**src/design/rdpg_pkg.sv**
```systemverilog
`default_nettype none
package rdpg_pkg;

   // ----------------------------------------------------------------
   // Bus
   // ----------------------------------------------------------------
   localparam int ADDR_W = 12;
   localparam int IDX_W = ADDR_W - 2;
   // Register indices; byte address is four times the index
   localparam logic [IDX_W-1:0] IDX_LDO3 = 10'h029;
   localparam logic [IDX_W-1:0] IDX_DISCH1 = 10'h040;
   localparam logic [IDX_W-1:0] IDX_DISCH2 = 10'h041;
   localparam logic [IDX_W-1:0] IDX_DISCH3 = 10'h042;
   localparam logic [IDX_W-1:0] IDX_PGDLY = 10'h043;

   // ----------------------------------------------------------------
   // Fields and reset values
   // ----------------------------------------------------------------
   localparam int LDO_RUN_BIT = 0;
   localparam int LDO_SLP_LSB = 4;
   localparam logic [5:0] LDO_RESET = 6'h0C;
   localparam logic [1:0] SLEEP_NORMAL = 2'h0;
   localparam logic [1:0] SLEEP_ON_PIN = 2'h3;
   localparam int N_RAILS = 11;
   localparam logic [21:0] DISCH_RESET = 22'h000000;
   localparam logic [2:0] PG_RESET = 3'h0;
   localparam logic [1:0] DCODE_100 = 2'h1;
   localparam logic [1:0] DCODE_200 = 2'h2;
   localparam logic [1:0] DCODE_500 = 2'h3;
   localparam logic [2:0] DPATH_NONE = 3'h0;
   localparam logic [2:0] DPATH_100 = 3'h1;
   localparam logic [2:0] DPATH_200 = 3'h2;
   localparam logic [2:0] DPATH_500 = 3'h4;

   // ----------------------------------------------------------------
   // Synchroniser bit positions
   // ----------------------------------------------------------------
   localparam int SY_RAIL = 0;
   localparam int SY_SLP1 = 11;
   localparam int SY_SLP2 = 12;
   localparam int SY_CTL = 13;
   localparam int SY_GOOD = 14;
   localparam int SY_BUS = 15;
   localparam int SY_VTT = 16;
   localparam int SY_LVL = 17;
   localparam int N_SYNC = 18;

   // ----------------------------------------------------------------
   // Timing
   // ----------------------------------------------------------------
   localparam int CLK_MHZ = 100;
   localparam int TICK_US = 100;
   localparam int TICK_CYCLES = TICK_US * CLK_MHZ;
   localparam int DLY0_US = 2500;
   localparam int DLY1_US = 5000;
   localparam int DLY2_US = 10000;
   localparam int DLY3_US = 15000;
   localparam int DLY4_US = 20000;
   localparam int DLY5_US = 50000;
   localparam int DLY7_US = 100000;
   localparam logic [9:0] DT0 = 10'(DLY0_US / TICK_US);
   localparam logic [9:0] DT1 = 10'(DLY1_US / TICK_US);
   localparam logic [9:0] DT2 = 10'(DLY2_US / TICK_US);
   localparam logic [9:0] DT3 = 10'(DLY3_US / TICK_US);
   localparam logic [9:0] DT4 = 10'(DLY4_US / TICK_US);
   localparam logic [9:0] DT5 = 10'(DLY5_US / TICK_US);
   localparam logic [9:0] DT7 = 10'(DLY7_US / TICK_US);

   // ----------------------------------------------------------------
   // Types
   // ----------------------------------------------------------------
   typedef struct packed {
      logic psel;
      logic penable;
      logic pwrite;
      logic [ADDR_W-1:0] paddr;
      logic [31:0] pwdata;
   } rdpg_apb_req_t;

   typedef struct packed {
      logic pready;
      logic pslverr;
      logic [31:0] prdata;
   } rdpg_apb_rsp_t;

   typedef struct packed {
      logic [N_SYNC-1:0] syncA;
      logic [N_SYNC-1:0] syncB;
      logic [5:0] ldoCtl;
      logic [21:0] disch;
      logic [2:0] pgCode;
      rdpg_apb_rsp_t rsp;
      logic ldoEn;
      logic useSleep;
      logic [3*N_RAILS-1:0] dischPath;
      logic gpoThree;
   } rdpg_main_st_t;

   typedef struct packed {
      logic [15:0] pre;
      logic [9:0] ticks;
      logic done;
   } rdpg_tmr_st_t;

   localparam rdpg_main_st_t MAIN_RST = '{
      syncA: '0, syncB: '0, ldoCtl: LDO_RESET, disch: DISCH_RESET,
      pgCode: PG_RESET, rsp: '0, ldoEn: 1'b0, useSleep: 1'b0,
      dischPath: '0, gpoThree: 1'b0};

endpackage
`default_nettype wire

```
**src/design/rdpg_regs.sv**
```systemverilog
// Contract
// - Sleep-select 00 keeps the normal voltage, 11 takes sleep voltage while the sleep pin is low.
// - The governing sleep pin is fixed at build time, not by register.
// - Run bit 0 low forces regulator three off regardless of control pins.
// - A discharge field clears to 00 while its rail is enabled.
// - Discharge codes select none, 100, 200 or 500 ohm paths.
// - First discharge register holds switchers four to one, high to low.
// - Second holds regulator two, load switch A1, switchers six and five.
// - Third holds B2, B1 and regulator three; top two bits read zero.
// - Delay register holds a 3-bit code; upper five bits read zero.
// - Delay runs once all grouped rails regulate, then power good asserts.
// - Codes select 2.5, 5, 10, 15, 20, 50 and 100 ms delays.
// - The delay has no effect when output three is under bus control.
//
// Chosen here: the APB interface to the registers.
`timescale 1ns/1ns
`default_nettype none
module rdpg_regs
   import rdpg_pkg::*;
#(
   parameter int TICKS = TICK_CYCLES,
   parameter bit SLEEP_PIN_TWO = 1'b0
)
(
   // Clock and reset
   input wire logic clock,
   input wire logic rst_b,
   // APB slave
   input wire rdpg_apb_req_t apbReq,
   output var rdpg_apb_rsp_t apbRsp,
   // Rail status pins
   input wire logic [N_RAILS-1:0] voltageRailEnabled,
   input wire logic groupRailsGood,
   // Regulator three pins
   input wire logic sleepPinOne,
   input wire logic sleepPinTwo,
   input wire logic controlInputsEnable,
   // Output three configuration
   input wire logic outputThreeBusMode,
   input wire logic outputThreeVttUse,
   input wire logic outputThreeBusLevel,
   // Analog controls
   output logic ldoThreeEnable,
   output logic ldoThreeUseSleep,
   output logic [3*N_RAILS-1:0] dischargePath,
   output logic generalOutputThree
);

   rdpg_main_st_t st_r;
   rdpg_main_st_t st_nxt;
   logic [2*N_RAILS-1:0] clrMask;
   logic [3*N_RAILS-1:0] dischDec;
   logic pgDone;
   logic [N_SYNC-1:0] pinVec;
   logic [IDX_W-1:0] idx;
   logic setupPh;
   logic accessPh;
   logic mapped;

   // ----------------------------------------------------------------
   // Per-rail clear and decode
   // ----------------------------------------------------------------
   for (genvar g = 0; g < N_RAILS; g++)
   begin : g_rail
      logic [1:0] fld;
      assign fld = st_r.disch[2*g +: 2];
      assign clrMask[2*g +: 2] = {2{st_r.syncB[SY_RAIL + g]}};
      assign dischDec[3*g +: 3] = (fld == DCODE_100) ? DPATH_100 :
                                  (fld == DCODE_200) ? DPATH_200 :
                                  (fld == DCODE_500) ? DPATH_500 :
                                  DPATH_NONE;
   end

   // ----------------------------------------------------------------
   // Power good delay
   // ----------------------------------------------------------------
   rdpg_pg_timer #(
      .TICKS(TICKS)
   ) u_timer (
      .clock(clock),
      .rst_b(rst_b),
      .railsGood(st_r.syncB[SY_GOOD]),
      .code(st_r.pgCode),
      .done(pgDone)
   );

   // ----------------------------------------------------------------
   // Bus decode
   // ----------------------------------------------------------------
   assign pinVec = {outputThreeBusLevel, outputThreeVttUse,
                    outputThreeBusMode, groupRailsGood,
                    controlInputsEnable, sleepPinTwo, sleepPinOne,
                    voltageRailEnabled};
   assign idx = apbReq.paddr[ADDR_W-1:2];
   assign setupPh = apbReq.psel && !apbReq.penable;
   assign accessPh = apbReq.psel && apbReq.penable && st_r.rsp.pready;
   assign mapped = (idx inside {IDX_LDO3, IDX_DISCH1, IDX_DISCH2,
                   IDX_DISCH3, IDX_PGDLY}) && apbReq.paddr[1:0] == 2'h0;

   // ----------------------------------------------------------------
   // Next state
   // ----------------------------------------------------------------
   always_comb
   begin
      logic [7:0] rd;
      logic hit;
      logic slpPin;
      rd = 8'h00;
      hit = 1'b1;
      slpPin = 1'b0;
      st_nxt = st_r;
      st_nxt.syncA = pinVec;
      st_nxt.syncB = st_r.syncA;

      // Read data captured in setup, answered next cycle
      case (idx)
         IDX_LDO3: rd = {2'h0, st_r.ldoCtl};
         IDX_DISCH1: rd = st_r.disch[7:0];
         IDX_DISCH2: rd = st_r.disch[15:8];
         IDX_DISCH3: rd = {2'h0, st_r.disch[21:16]};
         IDX_PGDLY: rd = {5'h00, st_r.pgCode};
         default: hit = 1'b0;
      endcase
      if (apbReq.paddr[1:0] != 2'h0)
      begin
         hit = 1'b0;
      end
      st_nxt.rsp.pready = setupPh;
      if (setupPh)
      begin
         st_nxt.rsp.pslverr = !hit;
         st_nxt.rsp.prdata = hit ? {24'h000000, rd} : 32'h00000000;
      end

      // Writes take effect at the access edge
      if (accessPh && apbReq.pwrite && !st_r.rsp.pslverr)
      begin
         case (idx)
            IDX_LDO3: st_nxt.ldoCtl = apbReq.pwdata[5:0];
            IDX_DISCH1: st_nxt.disch[7:0] = apbReq.pwdata[7:0];
            IDX_DISCH2: st_nxt.disch[15:8] = apbReq.pwdata[7:0];
            IDX_DISCH3: st_nxt.disch[21:16] = apbReq.pwdata[5:0];
            IDX_PGDLY: st_nxt.pgCode = apbReq.pwdata[2:0];
            default: st_nxt.pgCode = st_r.pgCode;
         endcase
      end

      // Enabled rails override software
      st_nxt.disch = st_nxt.disch & ~clrMask;

      // Regulator three
      st_nxt.ldoEn = st_r.ldoCtl[LDO_RUN_BIT] &&
                     st_r.syncB[SY_CTL];
      slpPin = SLEEP_PIN_TWO ? st_r.syncB[SY_SLP2] :
               st_r.syncB[SY_SLP1];
      st_nxt.useSleep = (st_r.ldoCtl[LDO_SLP_LSB +: 2] == SLEEP_ON_PIN) &&
                        !slpPin;

      st_nxt.dischPath = dischDec;

      // Output three
      if (st_r.syncB[SY_BUS] && !st_r.syncB[SY_VTT])
      begin
         st_nxt.gpoThree = st_r.syncB[SY_LVL];
      end
      else
      begin
         st_nxt.gpoThree = pgDone;
      end
   end

   always_ff @(posedge clock or negedge rst_b)
   begin
      if (!rst_b)
      begin
         st_r <= MAIN_RST;
      end
      else
      begin
         st_r <= st_nxt;
      end
   end

   // ----------------------------------------------------------------
   // Outputs
   // ----------------------------------------------------------------
   assign apbRsp = st_r.rsp;
   assign ldoThreeEnable = st_r.ldoEn;
   assign ldoThreeUseSleep = st_r.useSleep;
   assign dischargePath = st_r.dischPath;
   assign generalOutputThree = st_r.gpoThree;

   for (genvar r = 0; r < N_RAILS; r++)
   begin : g_rail_chk

   end
endmodule
`default_nettype wire

```
**src/design/rdpg_pg_timer.sv**
```systemverilog
`timescale 1ns/1ns
`default_nettype none
module rdpg_pg_timer
   import rdpg_pkg::*;
#(
   parameter int TICKS = TICK_CYCLES
)
(
   // Clock and reset
   input wire logic clock,
   input wire logic rst_b,
   // Control
   input wire logic railsGood,
   input wire logic [2:0] code,
   // Result
   output logic done
);

   rdpg_tmr_st_t st_r;
   rdpg_tmr_st_t st_nxt;
   logic [9:0] target;

   if (TICKS < 1 || TICKS > 65536)
   begin : g_chk
      $error("Tick prescale out of range");
   end

   // ----------------------------------------------------------------
   // Delay select
   // ----------------------------------------------------------------
   always_comb
   begin
      case (code)
         3'h0: target = DT0;
         3'h1: target = DT1;
         3'h2: target = DT2;
         3'h3: target = DT3;
         3'h4: target = DT4;
         3'h5: target = DT5;
         3'h7: target = DT7;
         default: target = DT7;
      endcase
   end

   // ----------------------------------------------------------------
   // Counter
   // ----------------------------------------------------------------
   always_comb
   begin
      st_nxt = st_r;
      if (!railsGood)
      begin
         st_nxt = '0;
      end
      else if (st_r.ticks < target)
      begin
         if (st_r.pre == 16'(TICKS - 1))
         begin
            st_nxt.pre = '0;
            st_nxt.ticks = st_r.ticks + 10'h001;
         end
         else
         begin
            st_nxt.pre = st_r.pre + 16'h0001;
         end
      end
      else
      begin
         st_nxt.done = 1'b1;
      end
   end

   always_ff @(posedge clock or negedge rst_b)
   begin
      if (!rst_b)
      begin
         st_r <= '0;
      end
      else
      begin
         st_r <= st_nxt;
      end
   end

   assign done = st_r.done;
endmodule
`default_nettype wire

```
**config.mk**
```make
export PLATFORM = sky130hd
export DESIGN_NAME = rdpg_regs
export DESIGN_NICKNAME = d
export VERILOG_FILES = /design/src/design/rdpg_pkg.sv /design/src/design/rdpg_regs.sv /design/src/design/rdpg_pg_timer.sv
export SDC_FILE = /design/constraint.sdc
export NUM_CORES = 1
export LEC_CHECK = 0
export BUFFER_PORTS_ARGS = -buffer_cell sky130_fd_sc_hd__buf_2
export CAP_MARGIN = 10
export CORE_AREA = 2 2 161 84
export DETAILED_ROUTE_END_ITERATION = 7
export DIE_AREA = 0 0 163 86
export PLACE_DENSITY = 0.81
export RECOVER_POWER = 50
export SYNTH_ARGS = -nofsm -noshare
export SYNTH_HDL_FRONTEND = slang
export SYNTH_SLANG_ARGS = --single-unit
```
**constraint.sdc**
```tcl
create_clock -name clock -period 2.86 [get_ports clock]
set_input_delay 0.429 -clock clock [delete_from_list [all_inputs] [get_ports clock]]
set_output_delay 0.429 -clock clock [all_outputs]
set_load 0.02 [all_outputs]
```
==> results by stage <==
Timing:
- The final max-slew violation count is 0.
- The number of failing setup endpoints in the final timing report is 0.
- The final hold slack is 0.112 ns.
- Between clock sinks in the finished design, the worst skew comes to 0.00616 ns.
- Counting I/O delays and the setup requirement, the final critical path takes 2.81 ns.
- At the pin with the least slew margin, the transition time is 1.18 ns.
- The maximum frequency from static timing analysis is 356 MHz.
- The remaining max-slew budget at the tightest pin is 21.4%.
- The number of hold violations in the final report is 0.
- The part of the cycle the worst path needs is 98.3%.

Routing:
- The final route contains 4196 vias.
- For this run, design rule violations remaining after detail routing come to 0.
- The average wire per cell in the routed design is 15.6 um.
- In this run, the number of DRC markers left after iteration 0 of detailed routing was 354.
- For this run, the detailed router's first-pass iteration total came to 5.
- Once detail routing completed, the nets flagged for antenna violations numbered 0.
- The routed via count divided by cell count is 5.28.
- The total wire length is 12.4 mm.

Pwr:
- In this run switching power makes up 22.0% of total power.
- The internal power of the cells is 3.42 mW.
- Overall power consumption after layout is estimated at 4.38 mW.
- For this design the total switching power over the nets is 0.965 mW.
- The power density over the cells is 616 nW/um^2.
- The clock network accounts for 51.4% of the total power.
- The analysis attributes to cell leakage a power of 3.45 nW.
- The worst-case vdd ir drop is 0.370 mV.
- Sequential cells burn 45.6% of the power.
- In this run, the combinational gates consume 3.0% of the power.

Synthesis:
- For this run, the number of Yosys warnings is 0.
- The portion of synthesized cell area occupied by the leading cell type is 55.6%.
- Among all flip-flop cells after synthesis, the most frequent one is dfrtp_1.
- The count of flip-flops with a built-in enable after synthesis is 0.
- The post-synthesis average cell area is 11.4 um^2.
- Ranked by total cell area, the synthesized netlist is headed by dfrtp_1 (56%), buf_4 (8.2%), mux2i_1 (2.8%).
- The cell type contributing the most total cell area after synthesis is dfrtp_1.
- After synthesis, flip-flops and latches occupy 56.5% of the total area.
- The synthesized design contains 138 register bits.
- The synthesized cell area is 6120 um^2.
- The cell count after synthesis is 537.
- The number of distinct library cells after synthesis is 55.
- In the synthesized netlist the async set-or-reset flop fraction comes to 100%.

Worst setup path:
- The required time at the endpoint of the critical path is 3.19 ns.
- The worst path arrival time is 3.14 ns.
- The worst setup path category is register to register.
- The reg-to-reg endpoint is u_timer.st_r[10].
- For this design, the slowest cell found on the critical path is or4_4.
- In this design, the largest share of critical-path delay is due to simple AND/OR/NAND/NOR gates.
- Along the worst path, the maximum fanout reaches 9.
- The length in cells of the worst reg-to-reg path is 10.
- Together, buffers and inverters on the worst path number 1.
- Among the stages of the critical path, the cell type that occurs most often is a21oi_2.
- The logic depth of the worst path, buffers included is 10.
- The critical path's largest stage delay is 0.56 ns.
- The termination of the worst setup path is u_timer.st_r[10].
- In this run the worst setup path begins at st_r[71].
- The worst setup path is launched from a register.
- The sort of element at the end of the critical path is a register.
- Traced cell by cell, the critical path runs through nor2b_2 > or2_2 > ha_1 > a21oi_1 > o21ai_1 > a21oi_2 > buf_4 > nand3_4 > or4_4 > a21oi_2.
- The setup check on the worst reg-to-reg path leaves a slack of 0.05 ns.
- The reg-to-reg critical path startpoint is st_r[71].

Layout:
- The commonest non-fill, non-tap cell in the layout is dfrtp_1.
- The finished layout holds 795 standard cells, fillers aside.
- The ratio of cells with drive above 1 in the final layout is 28.6%.
- The layout net count is 690.
- The area growth from synthesis to layout is 16.2%.
- Cells fill 56.8% of the core in the end.
- In the layout the commonest cells are dfrtp_1 (136), buf_2 (84), nor2_1 (39).
- The count of antenna diodes in the layout is 0.
- The post-route cell area is 7110 um^2.

Die:
- The floorplan has 29 rows.
- In this run the count of I/O pins placed on the die edge is 137.
- The floorplan step defined a die boundary enclosing 14000 um^2.
- From bottom edge to top edge, the die measures 86 um.
- From left edge to right edge, the die measures 163 um.
- The floorplan core area is 12500 um^2.
- For this configuration, the core starts out at a cell density of 48.9%.

Global routing:
- The global-route wire length before repair is 20.1 mm.
- The global-route met2 utilization is 31.9%.
- The number of global-route vias before repair came to 4091.
- The maximum number of pins on one net before global-route repair is 62.
- The global route total overflow is 0.
- The number of antenna violations at the first check in global routing was 0.
- The most used routing layer is met2.
- The met1 track demand over resource in global routing is 22.8%.
- The global-route total usage across every layer is 18.7%.
- In the global route stage, met3 resource usage came out at 3.72%.

CTS:
- The number of levels in the clock H-tree is 4.
- The clock latency at the later pin of the worst-skew pair is 0.42 ns.
- In this run the clock root is driven by a clkbuf_16.
- Clock-pin slew was measured on the worst setup and hold paths at 0.06 ns.
- The total clock sinks is 138.
- The maximum clock path buffer count is 2.
- In this run, CTS created clock tree buffers numbering 17.
- TritonCTS built the clock tree.

Placement:
- The count of input and output buffers is 87.
- After detailed placement, the design holds a cell count of 756.
- The placed instance area is 6430 um^2.
- The final weighted congestion of routability-driven global placement is 0.851.
- The post-detailed-placement half-perimeter wirelength is 8.26 mm.

Outcome:
- The flow ran to the end, and the final reports show no timing, DRC or antenna violations.

Worst hold path:
- The worst hold path belongs to the class primary input to register.

Run:
- The max-cap violation count is 0.
worst reg2reg max path, delay by kind of cell (launching register included):
kind                       cells  cell delay (ns)
DFF                            1             0.43
AOI/OAI and AO/OA              4             0.66
and+or+nand+nor                4             1.18
adders and majority gates      1             0.29
buffers and inverters          1             0.17
worst min path at each step:
stage,startpoint,end,cells after the start,slack [ns]
global route,voltageRailEnabled[6],st_nxt[107],1,0.10
CTS,voltageRailEnabled[6],st_nxt[107],1,0.10
finish,outputThreeBusLevel,st_nxt[118],1,0.11
floorplan,rst_b,apbRsp[0],0,0.13
global placement,st_nxt[116],st_r[116],0,0.33
detailed placement,st_nxt[118],st_r[118],0,0.34
layer usage:
metal,share of wire [%],routed length (um),vias up
li1,-,-,1934
met1,42,5180,2077
met2,51,6290,158
met3,5.4,670,27
met4,2.3,284,0
met5,0,0,-
repair_timing:
action	in CTS	in global routing
hold buffers	1	0
resized for setup	0	11
setup endpoints to repair	0	10
endpoints found under the hold margin	47	0
setup buffers	0	6
cells in the mapped netlist, drive strengths merged, types with 2 or more instances:
| cell type | number |
|---|---|
| dfstp | 2 |
| a22oi | 2 |
| and3 | 4 |
| and2 | 16 |
| o21a | 2 |
| o41ai | 2 |
| xor2 | 6 |
| nor2b | 24 |
| mux2i | 17 |
| mux2 | 12 |
| inv | 6 |
| nand2 | 34 |
| a21o | 5 |
| dfrtp | 136 |
| nor2 | 39 |
| nand4 | 9 |
| o31ai | 3 |
| o21ai | 20 |
| or2 | 4 |
| clkbuf | 5 |
| or3 | 9 |
| nor4 | 6 |
| a22o | 3 |
| ha | 11 |
| nand2b | 8 |
| a21oi | 32 |
| buf | 71 |
| nand3 | 21 |
| or4 | 8 |
| nor3 | 3 |
| a221oi | 3 |
| a222oi | 3 |
power groups by stage:
stage	Clock, mW	Combinational [mW]	Sequential [mW]
5_1_grt	2.39	0.149	2.00
4_1_cts	2.28	0.139	2.00
3_5_place_dp	0	0.137	2.03
6_report	2.25	0.133	2.00
2_1_floorplan	0	0.0777	2.03
3_3_place_gp	0	0.134	2.03
layout make-up:
class	count	area (um^2)
Timing Repair Buffer	109	608
Inverter	7	26.3
Multi-Input combinational cell	339	2200
Clock buffer	19	443
Fill cell	994	5410
Sequential cell	138	3460
Clock inverter	13	165
Tap cell	170	213
sequential cells by signal, summed over array words and instances (netlist names):
signal and count:
ldoThreeUseSleep 1, apbRsp 10, clrMask 11, generalOutputThree 1, u_timer.done 1, u_timer.st_r 26, st_nxt 17, ldoThreeEnable 1
dischargePath 33, st_r 15, g_rail.fld 22
cells by family after synthesis:
group                    after synthesis  share of synthesized area [%]
flip-flops                           138                           56.5
adder cells (fa/ha/maj)               11                           2.25
AO/OA/AOI/OAI                         80                           8.59
AND/OR/NAND/NOR                      189                           17.2
buffers and inverters                 83                           9.49
XOR/XNOR                               6                          0.859
multiplexers                          29                           4.99
other                                  1                         0.0613
stage by stage:
step | TNS [ns] | setup WS, ns
after floorplan | 0 | 0.173
after global placement | 0 | 0.210
after detailed placement | 0 | 0.129
after CTS | 0 | 0.0158
after global routing | -0.107 | -0.0413
final | 0 | 0.0479
Note: power is estimated with default switching activity, not from simulation.
